<file path="src/rtl/ide_bm_pkg.sv">
// Shared constants and types of the bus-master descriptor DMA engine
package ide_bm_pkg;

  // ----------------------------------------------------------------
  // Register window offsets (byte offsets inside the 16-byte window)
  // ----------------------------------------------------------------
  localparam logic [3:0] OFS_CMD_PRIMARY = 4'h0;
  localparam logic [3:0] OFS_STAT_PRIMARY = 4'h2;
  localparam logic [3:0] OFS_PTR_PRIMARY = 4'h4;
  localparam logic [3:0] OFS_CMD_SECONDARY = 4'h8;
  localparam logic [3:0] OFS_STAT_SECONDARY = 4'ha;
  localparam logic [3:0] OFS_PTR_SECONDARY = 4'hc;
  // Address bit that selects the channel and the one that selects the pointer word
  localparam int ADDR_CHAN_BIT = 3;
  localparam int ADDR_PTR_BIT = 2;

  // ----------------------------------------------------------------
  // Command register fields
  // ----------------------------------------------------------------
  localparam int CMD_START_BIT = 0;
  localparam int CMD_DIR_BIT = 3;
  localparam logic [7:0] CMD_WMASK = 8'h69;
  localparam logic [7:0] CMD_RESET = 8'h00;

  // ----------------------------------------------------------------
  // Status register fields
  // ----------------------------------------------------------------
  localparam int STAT_ACTIVE_BIT = 0;
  localparam int STAT_DONE_BIT = 2;
  localparam logic [7:0] STAT_RESET = 8'h00;
  localparam logic [31:0] PTR_RESET = 32'h0000_0000;

  // ----------------------------------------------------------------
  // Descriptor layout
  // ----------------------------------------------------------------
  localparam logic [31:0] DESC_STRIDE = 32'h0000_0008;
  localparam logic [31:0] DESC_CNT_OFS = 32'h0000_0004;
  localparam int DESC_LAST_BIT = 31;
  localparam int DESC_CNT_MSB = 15;
  localparam int DESC_CNT_LSB = 1;
  localparam logic [15:0] WORDS_ONE = 16'h0001;

  // ----------------------------------------------------------------
  // Channel walker states
  // ----------------------------------------------------------------
  typedef enum logic [4:0] {
    CH_IDLE = 5'h01,
    CH_FETCH_ADDR = 5'h02,
    CH_FETCH_CNT = 5'h04,
    CH_MEM = 5'h08,
    CH_DRV = 5'h10
  } chan_state_e;

endpackage : ide_bm_pkg

</file>
<file path="src/rtl/ide_bm_channel.sv">
// One channel's descriptor walker and word mover
`timescale 1ns/1ns
module ide_bm_channel (
  // Clock and reset
  input wire logic core_clk,
  input wire logic reset,
  // Control from the channel's registers
  input wire logic start,
  input wire logic dir,
  input wire logic [31:0] table_ptr,
  // Memory request toward the shared master port
  output logic mem_req,
  output logic mem_we,
  output logic mem_word,
  output logic [31:0] mem_addr,
  output logic [15:0] mem_wdata,
  input wire logic mem_ack,
  input wire logic [31:0] mem_rdata,
  // Drive data side
  input wire logic drv_dreq,
  input wire logic pins_ok,
  input wire logic [15:0] drv_rdata,
  output logic [15:0] drv_wdata,
  output logic drv_wstb,
  output logic drv_ack,
  // State toward the register file and pin arbiter
  output logic pin_need,
  output logic active,
  output logic done
);

  // ----------------------------------------------------------------
  // State and datapath registers
  // ----------------------------------------------------------------
  ide_bm_pkg::chan_state_e state_r, state_nxt;
  logic start_d_r;            // Start level one cycle ago
  logic [31:0] ptr_r;         // Address of the next descriptor
  logic [31:16] base_hi_r;    // Fixed upper half of the region address
  logic [15:1] addr_lo_r;     // Incrementing part of the region address
  logic [15:0] words_r;       // Words left in the region
  logic last_r;               // Current region is the final one
  logic [15:0] data_r;        // Word in flight
  logic [15:0] drv_wdata_r;
  logic drv_wstb_r;
  logic drv_ack_r;
  logic done_r;

  // ----------------------------------------------------------------
  // Decodes
  // ----------------------------------------------------------------
  wire start_rise = start & ~start_d_r;
  wire drv_go = (state_r == ide_bm_pkg::CH_DRV) & drv_dreq & pins_ok;
  wire mem_hit = mem_req & mem_ack;
  wire word_done = dir ? ((state_r == ide_bm_pkg::CH_MEM) & mem_ack) : drv_go;
  wire last_word = (words_r == ide_bm_pkg::WORDS_ONE);
  // Zero count means the full 64 KB, i.e. 32768 words
  wire [14:0] cnt_field = mem_rdata[ide_bm_pkg::DESC_CNT_MSB:ide_bm_pkg::DESC_CNT_LSB];
  wire [15:0] cnt_words = {(cnt_field == 15'h0000), cnt_field};
  wire [15:0] rd_half = mem_addr[1] ? mem_rdata[31:16] : mem_rdata[15:0];

  assign mem_req = (state_r == ide_bm_pkg::CH_FETCH_ADDR) | (state_r == ide_bm_pkg::CH_FETCH_CNT)
                 | (state_r == ide_bm_pkg::CH_MEM);
  assign mem_word = (state_r == ide_bm_pkg::CH_MEM);
  assign mem_we = mem_word & dir;
  // Descriptor fetched as two dwords: address first, then count and flag
  assign mem_addr = (state_r == ide_bm_pkg::CH_FETCH_ADDR) ? ptr_r :
                    (state_r == ide_bm_pkg::CH_FETCH_CNT) ? ptr_r + ide_bm_pkg::DESC_CNT_OFS :
                    {base_hi_r, addr_lo_r, 1'b0};
  assign mem_wdata = data_r;
  assign pin_need = (state_r == ide_bm_pkg::CH_DRV);
  assign active = (state_r != ide_bm_pkg::CH_IDLE);
  assign drv_wdata = drv_wdata_r;
  assign drv_wstb = drv_wstb_r;
  assign drv_ack = drv_ack_r;
  assign done = done_r;

  // ----------------------------------------------------------------
  // Next state
  // ----------------------------------------------------------------
  always_comb begin
    state_nxt = state_r;
    case (state_r)
      ide_bm_pkg::CH_IDLE: begin
        if (start_rise) state_nxt = ide_bm_pkg::CH_FETCH_ADDR;
      end
      ide_bm_pkg::CH_FETCH_ADDR: begin
        if (mem_ack) state_nxt = ide_bm_pkg::CH_FETCH_CNT;
      end
      ide_bm_pkg::CH_FETCH_CNT: begin
        if (mem_ack) state_nxt = dir ? ide_bm_pkg::CH_DRV : ide_bm_pkg::CH_MEM;
      end
      ide_bm_pkg::CH_MEM: begin
        if (mem_ack && !dir) state_nxt = ide_bm_pkg::CH_DRV;
      end
      ide_bm_pkg::CH_DRV: begin
        if (drv_go && dir) state_nxt = ide_bm_pkg::CH_MEM;
      end
      default: state_nxt = ide_bm_pkg::CH_IDLE;
    endcase
    // Region finished: next descriptor only once the count is used up
    if (word_done) begin
      if (!last_word) state_nxt = dir ? ide_bm_pkg::CH_DRV : ide_bm_pkg::CH_MEM;
      else if (last_r) state_nxt = ide_bm_pkg::CH_IDLE;
      else state_nxt = ide_bm_pkg::CH_FETCH_ADDR;
    end
    // Halt on start clear, but never abandon a memory cycle in flight
    if (!start && !(mem_req && !mem_ack)) state_nxt = ide_bm_pkg::CH_IDLE;
  end

  // ----------------------------------------------------------------
  // State register
  // ----------------------------------------------------------------
  always_ff @(posedge core_clk) begin
    if (reset) begin
      state_r <= ide_bm_pkg::CH_IDLE;
      start_d_r <= 1'b0;
    end else begin
      state_r <= state_nxt;
      start_d_r <= start;
    end
  end

  // ----------------------------------------------------------------
  // Descriptor and address tracking
  // ----------------------------------------------------------------
  always_ff @(posedge core_clk) begin
    if (reset) begin
      ptr_r <= 32'h0000_0000;
      base_hi_r <= 16'h0000;
      addr_lo_r <= 15'h0000;
      words_r <= 16'h0000;
      last_r <= 1'b0;
    end else begin
      if (state_r == ide_bm_pkg::CH_IDLE && start_rise) ptr_r <= table_ptr;
      if (state_r == ide_bm_pkg::CH_FETCH_ADDR && mem_hit) begin
        base_hi_r <= mem_rdata[31:16];
        addr_lo_r <= mem_rdata[15:1];
      end
      if (state_r == ide_bm_pkg::CH_FETCH_CNT && mem_hit) begin
        words_r <= cnt_words;
        last_r <= mem_rdata[ide_bm_pkg::DESC_LAST_BIT];
        ptr_r <= ptr_r + ide_bm_pkg::DESC_STRIDE;
      end
      // Only bits 15..1 count; the upper half never changes within a region
      if (word_done) begin
        words_r <= words_r - ide_bm_pkg::WORDS_ONE;
        addr_lo_r <= addr_lo_r + 15'h0001;
      end
    end
  end

  // ----------------------------------------------------------------
  // Data word and drive strobes
  // ----------------------------------------------------------------
  always_ff @(posedge core_clk) begin
    if (reset) begin
      data_r <= 16'h0000;
      drv_wdata_r <= 16'h0000;
      drv_wstb_r <= 1'b0;
      drv_ack_r <= 1'b0;
      done_r <= 1'b0;
    end else begin
      if (state_r == ide_bm_pkg::CH_MEM && mem_ack && !dir) data_r <= rd_half;
      if (drv_go && dir) data_r <= drv_rdata;
      if (drv_go && !dir) drv_wdata_r <= data_r;
      drv_wstb_r <= drv_go & ~dir;
      drv_ack_r <= drv_go & dir;
      done_r <= word_done & last_word & last_r;
    end
  end

endmodule : ide_bm_channel

</file>
<file path="src/rtl/ide_busmaster_prd_dma.sv">
// Two-channel bus-master descriptor DMA engine with register window and pin arbiter
// Operation
// - Region length from count bits 15..1, words
// - Region address from bits 31..1, word aligned
// - Separate table pointer for each channel
// - Drive pin mode select for shared pins
// - Grant shared pins to exactly one owner
// - Fetch eight-byte descriptors: address, then count
// - Zero count means a full 64 KB
// - Stop after last descriptor is retired, or on start clear once no memory cycle is in flight
// - Address counter increments bits 1 to 15
// - Sixteen-byte window, byte word dword access
// - Command registers at offsets zero and eight
// - Command holds enable, direction, capability bits
// - Status at offsets two and ten, write-clear
// - Table pointers at offsets four and twelve
// - Direction bit: zero reads, one writes memory
// - Direction bit ignores writes while transfer active
`timescale 1ns/1ns
module ide_busmaster_prd_dma (
  // Clock and reset
  input wire logic core_clk,
  input wire logic reset,
  // Register window access
  input wire logic io_sel,
  input wire logic io_rd,
  input wire logic io_wr,
  input wire logic [3:0] io_addr,
  input wire logic [3:0] io_be,
  input wire logic [31:0] io_wdata,
  output logic [31:0] io_rdata,
  output logic io_ack,
  // Memory master port
  output logic mem_req,
  output logic mem_we,
  output logic [31:0] mem_addr,
  output logic [3:0] mem_be,
  output logic [31:0] mem_wdata,
  input wire logic mem_ack,
  input wire logic [31:0] mem_rdata,
  // Drive data, channel c in bits [16c+15:16c]
  input wire logic [1:0] drv_dreq,
  input wire logic [31:0] drv_rdata,
  output logic [31:0] drv_wdata,
  output logic [1:0] drv_wstb,
  output logic [1:0] drv_ack,
  // Shared pin arbitration
  input wire logic isa_req,
  output logic isa_gnt,
  output logic shared_pin_mode_select
);

  // ----------------------------------------------------------------
  // Register file storage
  // ----------------------------------------------------------------
  logic [7:0] cmd_r [2];   // Command per channel
  logic [7:0] stat_r [2];  // Status per channel
  logic [31:0] ptr_r [2];  // Table pointer per channel
  logic [31:0] io_rdata_r;
  logic io_ack_r;

  // ----------------------------------------------------------------
  // Channel interconnect
  // ----------------------------------------------------------------
  logic [1:0] ch_req, ch_we, ch_word, ch_ack, ch_need, ch_active, ch_done;
  logic [31:0] ch_addr [2];
  logic [15:0] ch_wdata [2];

  // ----------------------------------------------------------------
  // Memory port and pin arbiter registers
  // ----------------------------------------------------------------
  logic mem_req_r, mem_we_r, owner_r;
  logic [31:0] mem_addr_r, mem_wdata_r;
  logic [3:0] mem_be_r;
  logic pin_ide_r;  // One when the drive side owns the shared pins
  logic isa_gnt_r;

  // ----------------------------------------------------------------
  // Address decode helpers
  // ----------------------------------------------------------------
  // True when an access hits the given channel and dword
  function automatic logic hit_dword(input logic [3:0] addr, input logic chan, input logic ptr_word);
    hit_dword = (addr[ide_bm_pkg::ADDR_CHAN_BIT] == chan) && (addr[ide_bm_pkg::ADDR_PTR_BIT] == ptr_word);
  endfunction : hit_dword

  wire wr_go = io_sel & io_wr;
  wire rd_go = io_sel & io_rd;
  wire rd_chan = io_addr[ide_bm_pkg::ADDR_CHAN_BIT];
  // Control dword packs command in lane 0 and status in lane 2; lanes 1 and 3 read zero
  wire [31:0] ctl_word = {8'h00, stat_r[rd_chan], 8'h00, cmd_r[rd_chan]};
  wire [31:0] rd_word = io_addr[ide_bm_pkg::ADDR_PTR_BIT] ? ptr_r[rd_chan] : ctl_word;
  wire need_any = |ch_need;
  wire pick = ch_req[~owner_r] ? ~owner_r : owner_r;
  wire [31:0] pick_addr = ch_addr[pick];
  // Fetches move whole dwords, data words use the lane pair named by address bit 1
  wire [3:0] pick_be = !ch_word[pick] ? 4'hf : (pick_addr[1] ? 4'hc : 4'h3);

  // ----------------------------------------------------------------
  // Per-channel registers and walker
  // ----------------------------------------------------------------
  genvar c;
  generate
    for (c = 0; c < 2; c = c + 1) begin : g_chan
      wire cmd_wr = wr_go & hit_dword(io_addr, c[0], 1'b0) & io_be[0];
      wire stat_wr = wr_go & hit_dword(io_addr, c[0], 1'b0) & io_be[2];
      wire ptr_wr = wr_go & hit_dword(io_addr, c[0], 1'b1);
      wire [7:0] cmd_in = io_wdata[7:0] & ide_bm_pkg::CMD_WMASK;
      wire done_clr = stat_wr & io_wdata[16 + ide_bm_pkg::STAT_DONE_BIT];
      wire [7:0] cmd_nxt = {cmd_in[7:4],
                            ch_active[c] ? cmd_r[c][ide_bm_pkg::CMD_DIR_BIT] : cmd_in[3],
                            cmd_in[2:0]};

      // Command write; direction frozen while the channel runs
      always_ff @(posedge core_clk) begin
        if (reset) cmd_r[c] <= ide_bm_pkg::CMD_RESET;
        else if (cmd_wr) cmd_r[c] <= cmd_nxt;
      end

      // Status: active mirrors the walker, done is sticky and set beats clear
      always_ff @(posedge core_clk) begin
        if (reset) begin
          stat_r[c] <= ide_bm_pkg::STAT_RESET;
        end else begin
          stat_r[c][ide_bm_pkg::STAT_ACTIVE_BIT] <= ch_active[c];
          stat_r[c][ide_bm_pkg::STAT_DONE_BIT] <= ch_done[c]
                                                 | (stat_r[c][ide_bm_pkg::STAT_DONE_BIT] & ~done_clr);
        end
      end

      // Pointer: byte-enabled, low two bits forced to zero for dword alignment
      for (genvar b = 0; b < 4; b = b + 1) begin : g_lane
        always_ff @(posedge core_clk) begin
          if (reset) ptr_r[c][8*b +: 8] <= ide_bm_pkg::PTR_RESET[8*b +: 8];
          else if (ptr_wr && io_be[b]) ptr_r[c][8*b +: 8] <= io_wdata[8*b +: 8] & ((b == 0) ? 8'hfc : 8'hff);
        end
      end

      // Each channel walks its own table from its own pointer
      ide_bm_channel u_chan (
        .core_clk(core_clk),
        .reset(reset),
        .start(cmd_r[c][ide_bm_pkg::CMD_START_BIT]),
        .dir(cmd_r[c][ide_bm_pkg::CMD_DIR_BIT]),
        .table_ptr(ptr_r[c]),
        .mem_req(ch_req[c]),
        .mem_we(ch_we[c]),
        .mem_word(ch_word[c]),
        .mem_addr(ch_addr[c]),
        .mem_wdata(ch_wdata[c]),
        .mem_ack(ch_ack[c]),
        .mem_rdata(mem_rdata),
        .drv_dreq(drv_dreq[c]),
        .pins_ok(pin_ide_r),
        .drv_rdata(drv_rdata[16*c +: 16]),
        .drv_wdata(drv_wdata[16*c +: 16]),
        .drv_wstb(drv_wstb[c]),
        .drv_ack(drv_ack[c]),
        .pin_need(ch_need[c]),
        .active(ch_active[c]),
        .done(ch_done[c])
      );
      assign ch_ack[c] = mem_ack & mem_req_r & (owner_r == c[0]);
    end
  endgenerate

  // ----------------------------------------------------------------
  // Register read and access acknowledge
  // ----------------------------------------------------------------
  // Every access is answered one cycle later, mapped or not
  always_ff @(posedge core_clk) begin
    if (reset) begin
      io_rdata_r <= 32'h0000_0000;
      io_ack_r <= 1'b0;
    end else begin
      io_ack_r <= rd_go | wr_go;
      if (rd_go) io_rdata_r <= rd_word;
    end
  end

  // ----------------------------------------------------------------
  // Memory master port
  // ----------------------------------------------------------------
  // Alternates between channels so neither starves; request held until acknowledged
  always_ff @(posedge core_clk) begin
    if (reset) begin
      mem_req_r <= 1'b0;
      mem_we_r <= 1'b0;
      owner_r <= 1'b0;
      mem_addr_r <= 32'h0000_0000;
      mem_wdata_r <= 32'h0000_0000;
      mem_be_r <= 4'h0;
    end else if (mem_req_r) begin
      if (mem_ack) mem_req_r <= 1'b0;
    end else if (|ch_req) begin
      mem_req_r <= 1'b1;
      owner_r <= pick;
      mem_we_r <= ch_we[pick];
      mem_addr_r <= pick_addr;
      mem_be_r <= pick_be;
      mem_wdata_r <= {ch_wdata[pick], ch_wdata[pick]};
    end
  end

  // ----------------------------------------------------------------
  // Shared pin arbiter
  // ----------------------------------------------------------------
  // Ownership only changes hands once the holder lets go, so the
  // transceivers never see both sides at once
  always_ff @(posedge core_clk) begin
    if (reset) begin
      pin_ide_r <= 1'b0;
      isa_gnt_r <= 1'b1;
    end else if (pin_ide_r && !need_any && isa_req) begin
      pin_ide_r <= 1'b0;
      isa_gnt_r <= 1'b1;
    end else if (!pin_ide_r && !isa_req && need_any) begin
      pin_ide_r <= 1'b1;
      isa_gnt_r <= 1'b0;
    end
  end

  // ----------------------------------------------------------------
  // Outputs
  // ----------------------------------------------------------------
  assign io_rdata = io_rdata_r;
  assign io_ack = io_ack_r;
  assign mem_req = mem_req_r;
  assign mem_we = mem_we_r;
  assign mem_addr = mem_addr_r;
  assign mem_be = mem_be_r;
  assign mem_wdata = mem_wdata_r;
  assign isa_gnt = isa_gnt_r;
  assign shared_pin_mode_select = pin_ide_r;
endmodule : ide_busmaster_prd_dma

</file>
<file path="config.mk">
export PLATFORM = sky130hd
export DESIGN_NAME = ide_busmaster_prd_dma
export DESIGN_NICKNAME = d
export VERILOG_FILES = /design/src/rtl/ide_bm_pkg.sv /design/src/rtl/ide_bm_channel.sv /design/src/rtl/ide_busmaster_prd_dma.sv
export SDC_FILE = /design/constraint.sdc
export NUM_CORES = 1
export LEC_CHECK = 0
export ABC_CLOCK_PERIOD_IN_PS = 3000
export BUFFER_PORTS_ARGS = -buffer_cell sky130_fd_sc_hd__buf_2
export CORE_MARGIN = 8
export CORE_UTILIZATION = 59
export CTS_CLUSTER_DIAMETER = 80
export DETAILED_ROUTE_END_ITERATION = 12
export PLACE_DENSITY = 0.81
export SLEW_MARGIN = 20
export SYNTH_ARGS = -nofsm -noshare
export SYNTH_HDL_FRONTEND = slang
export SYNTH_SLANG_ARGS = --single-unit
</file>
<file path="constraint.sdc">
create_clock -name core_clk -period 3 [get_ports core_clk]
set_input_delay 0.3 -clock core_clk [delete_from_list [all_inputs] [get_ports core_clk]]
set_output_delay 0.3 -clock core_clk [all_outputs]
set_load 0.005 [all_outputs]
</file>
==> flow_summary_export.csv <==
group,metric,value,unit
sta,finClkSkew,0.0184,ns
grt,gr-total-overflow,0,
synth,postSynthCellCount,2544,
worst_hold_path,min_from,"drv_rdata[11]",
sta,relSlewSlack,31.0,%
grt,track_usage,38.9,%
floorplanning,io_pins,254,
pwr,ir_worst_vdd,0.522,mV
routing,drt_iter0_markers,2911,
worst_hold_path,hold_depth,3,
grt,antenna_found_initial,3,
final_layout,multi_input_area,0.0111,sq mm
clocking,path_clk_slew,0.06,ns
floorplanning,dieArea,0.0415,sq mm
clocking,clock-sinks,397,
synth,synth_enable_flop_cells,68,
floorplanning,start_util,60.0,%
final_layout,num_antenna_cells,0,
setup_path,crit_required,3.48,ns
final_layout,regArea,0.00863,sq mm
synth,ys_warn_count,0,
pwr,intPower,9.07,mW
grt,grt_pass1_vias,20300,
routing,firstDrtPassIters,6,
worst_hold_path,holdPathEnd,"g_chan[0].u_chan.mem_wdata[11]$_SDFFE_PP0P_",
routing,antenna_left,0,
sta,fin_crit_sh,94.9,%
pwr,powerDensity,509,mW/mm^2
final_layout,syn2layout_area_growth,16.0,%
clocking,post-cts-setup-buffers,0,
placement,place.gp.congestion,1.07,
setup_path,crit_fanout,26,
clocking,clockBufferDepth,3,
routing,drc,0,
sta,max_freq,0.351,GHz
sta,holdWs,0.0130,ns
worst_hold_path,hold_path.class,"in -> reg",
flow_run,maxCapViolations,0,
setup_path,critical_path_class,"reg -> reg",
clocking,htreeDepth,2,
floorplanning,coreArea,0.0346,sq mm
final_layout,nNetsFinal,2850,
routing,vias,22100,
clocking,cts_tree,"yes",
setup_path,end_kind,"flip-flop",
synth,synth_area,0.0208,sq mm
synth,ys_types,90,
sta,fin_crit,2.85,ns
floorplanning,rows,68,
grt,grt_start_max_net_pins,110,
setup_path,ff2ff_path_depth,8,
pwr,pwr-share-clk,44.3,%
synth,ys_seq_area_share,41.5,%
synth,syn_nets,2667,
routing,wl_per_cell,26.3,microns
setup_path,timing.rr.start,"g_chan[1].u_chan.state_r[1]$_SDFFE_PP0P_",
synth,ys_ff_latch,397,
pwr,power_frac_seq,47.5,%
floorplanning,die_y,204,microns
clocking,cts_root_buffer,"clkbuf_16",
routing,via_per_inst,6.88,
grt,grt_pass1_wl,125000,microns
placement,numPortBuffers,249,
pwr,power_frac_comb,8.2,%
sta,hold_viol_final,0,
synth,synthArstFlopShare,0,%
sta,finalSetupTns,0,ns
synth,synth_ff_type,"dfxtp_1",
status,status,"finished, final reports clean",
synth,avgSynthCellArea,8.17,sq um
final_layout,drive_gt1_share,18.9,%
sta,tightest_slew,1.03,ns
pwr,p_sw,3.20,mW
setup_path,worstPathArrival,3.33,ns
floorplanning,die_w,204,microns
clocking,cts_buffers,43,
final_layout,fillerInstances,2830,
sta,rsz0062_at_grt,"no",
placement,dpl.hpwl,62200,microns
sta,slew_violations,0,
setup_path,startpoint_type,"flip-flop",
setup_path,worstReg2RegEnd,"g_chan[1].u_chan.words_r[3]$_SDFFE_PP0P_",
pwr,cellLeakagePower,8.96,nW
clocking,clock_latency,0.58,ns
sta,setup_viol,0,
setup_path,r2r_slack,0.15,ns
routing,wl,84600,microns
pwr,p_sw_share,26.1,%
sequential cells by signal, indices dropped and copies added, names as in the netlist, 8 cells and up:
signal and cells:
g_chan.u_chan.addr_lo_r 30, io_rdata 31, mem_wdata 16, g_chan.u_chan.mem_wdata 32, g_chan.u_chan.base_hi_r 32, g_chan.u_chan.words_r 32
ptr_r 60, g_chan.u_chan.ptr_r 60, mem_addr 32, g_chan.u_chan.state_r 10, g_chan.u_chan.drv_wdata 32, cmd_r 8
Yosys cell counts (all sizes together), types with 49 or more instances:
master / instances / share of area (%)
o21ai: 98 / 2.4
edfxtp: 68 / 9.8
and2: 49 / 1.5
nor2: 213 / 3.9
buf: 61 / 1.7
nor3: 69 / 1.8
a31oi: 60 / 1.8
and3: 75 / 2.3
a21oi: 223 / 5.4
clkbuf: 182 / 3.3
dfxtp: 329 / 32
nand3: 123 / 3.0
nand2: 351 / 6.3
nand4: 50 / 1.5
cells in the final DEF, fill, tap and decap left out, types with 10 or more instances in the layout:
cell type,netlist,routed
nand4_1,50,50
a211oi_1,40,40
nor2_1,212,208
xor2_1,14,14
inv_1,23,23
clkbuf_1,181,10
buf_2,21,248
a2bb2oi_1,16,16
ha_1,10,10
o21ai_0,95,95
mux2_2,38,38
or2_2,14,14
a32oi_1,13,13
mux2i_1,33,33
and2_1,45,46
a21oi_1,223,223
and3_1,75,75
a22oi_1,48,48
o211ai_1,48,48
dfxtp_1,329,329
a31oi_1,59,58
nand3_1,123,123
xnor2_1,11,11
nand2_1,351,350
buf_4,27,118
or3_1,33,33
edfxtp_1,68,68
clkbuf_16,0,43
and4_1,17,17
nor4_1,24,23
a311oi_1,35,35
dlygate4sd3_1,0,11
o221ai_1,15,15
o22ai_1,15,15
nor3_1,66,61
cells by family after synthesis:
group	count (synthesis)	share of synthesized area (%)
XOR/XNOR	25	1.05
AO/OA/AOI/OAI	701	22.1
adder cells (fa/ha/maj)	11	0.651
other	1	0.0181
flip-flops	397	41.5
buffers and inverters	266	5.43
multiplexers	76	4.19
AND/OR/NAND/NOR	1067	25.0
critical path, stage by stage, from the launching register on:
cell and delay [ns]:
dfxtp_1 0.45, or4b_4 0.61, nor4_4 0.26, buf_4 0.37
nor2_1 0.09, buf_4 0.23, nor4_1 0.38, a21oi_1 0.14
a21oi_1 0.21
power groups by stage:
stage          Combinational, mW  Sequential (mW)  Clock (mW)
2_1_floorplan              0.582             5.77           0
3_3_place_gp               0.937             5.92           0
3_5_place_dp               0.953             5.93           0
4_1_cts                    0.973             5.81        5.41
5_1_grt                     1.06             5.83        5.64
6_report                    1.01             5.83        5.43
per-layer routing:
metal | track usage [%] | share of wire (%)
met1 | 48.2 | 37
met5 | 0 | 0.015
met3 | 8.82 | 12
met4 | 26.8 | 8.0
met2 | 59.7 | 43
metrics by stage:
| step | utilization (%) | total power [mW] | worst slack [ns] | cell area (sq um) | std cells |
|---|---|---|---|---|---|
| 5_1_grt | 69.6 | 12.5 | 0.0605 | 24100 | 3215 |
| 3_5_place_dp | 65.2 | 6.88 | 0.304 | 22600 | 3126 |
| 6_report | 69.6 | 12.3 | 0.153 | 24100 | 3215 |
| 3_3_place_gp | 65.2 | 6.86 | 0.411 | 22600 | 3126 |
| 4_1_cts | 69.6 | 12.2 | 0.157 | 24100 | 3215 |
| 2_1_floorplan | - | 6.35 | 0.476 | 20800 | 2544 |
worst max path at each step:
| stage | cells after the start | slack [ns] | start | endpoint |
|---|---|---|---|---|
| 3_5_place_dp | 7 | 0.30 | g_chan[1].u_chan.state_r[1]$_SDFFE_PP0P_ | g_chan[1].u_chan.words_r[3]$_SDFFE_PP0P_ |
| 3_3_place_gp | 6 | 0.41 | g_chan[1].u_chan.state_r[1]$_SDFFE_PP0P_ | g_chan[1].u_chan.words_r[15]$_SDFFE_PP0P_ |
| 6_report | 8 | 0.15 | g_chan[1].u_chan.state_r[1]$_SDFFE_PP0P_ | g_chan[1].u_chan.words_r[3]$_SDFFE_PP0P_ |
| 4_1_cts | 7 | 0.16 | g_chan[1].u_chan.state_r[1]$_SDFFE_PP0P_ | g_chan[1].u_chan.words_r[3]$_SDFFE_PP0P_ |
| 2_1_floorplan | 9 | 0.48 | g_chan[0].u_chan.ptr_r[3]$_SDFFE_PP0P_ | mem_addr[29]$_SDFFE_PP0P_ |
| 5_1_grt | 8 | 0.06 | g_chan[1].u_chan.state_r[1]$_SDFFE_PP0P_ | g_chan[1].u_chan.words_r[3]$_SDFFE_PP0P_ |
what timing repair did:
item | 4_1_cts | 5_1_grt
hold buffers | 11 | 0
gates resized for setup | 0 | 1
endpoints found under the setup margin | 0 | 1
hold endpoints to repair | 11 | 0
final cells by class:
class	instances	area share [%]
clock inverter	19	0.857
clock buffer	59	4.96
timing repair buffer	381	9.59
inverter	23	0.358
tap	455	2.36
sequential	397	35.8
multi-input combinational	1881	46.1
(Power assumes the default switching activity.)
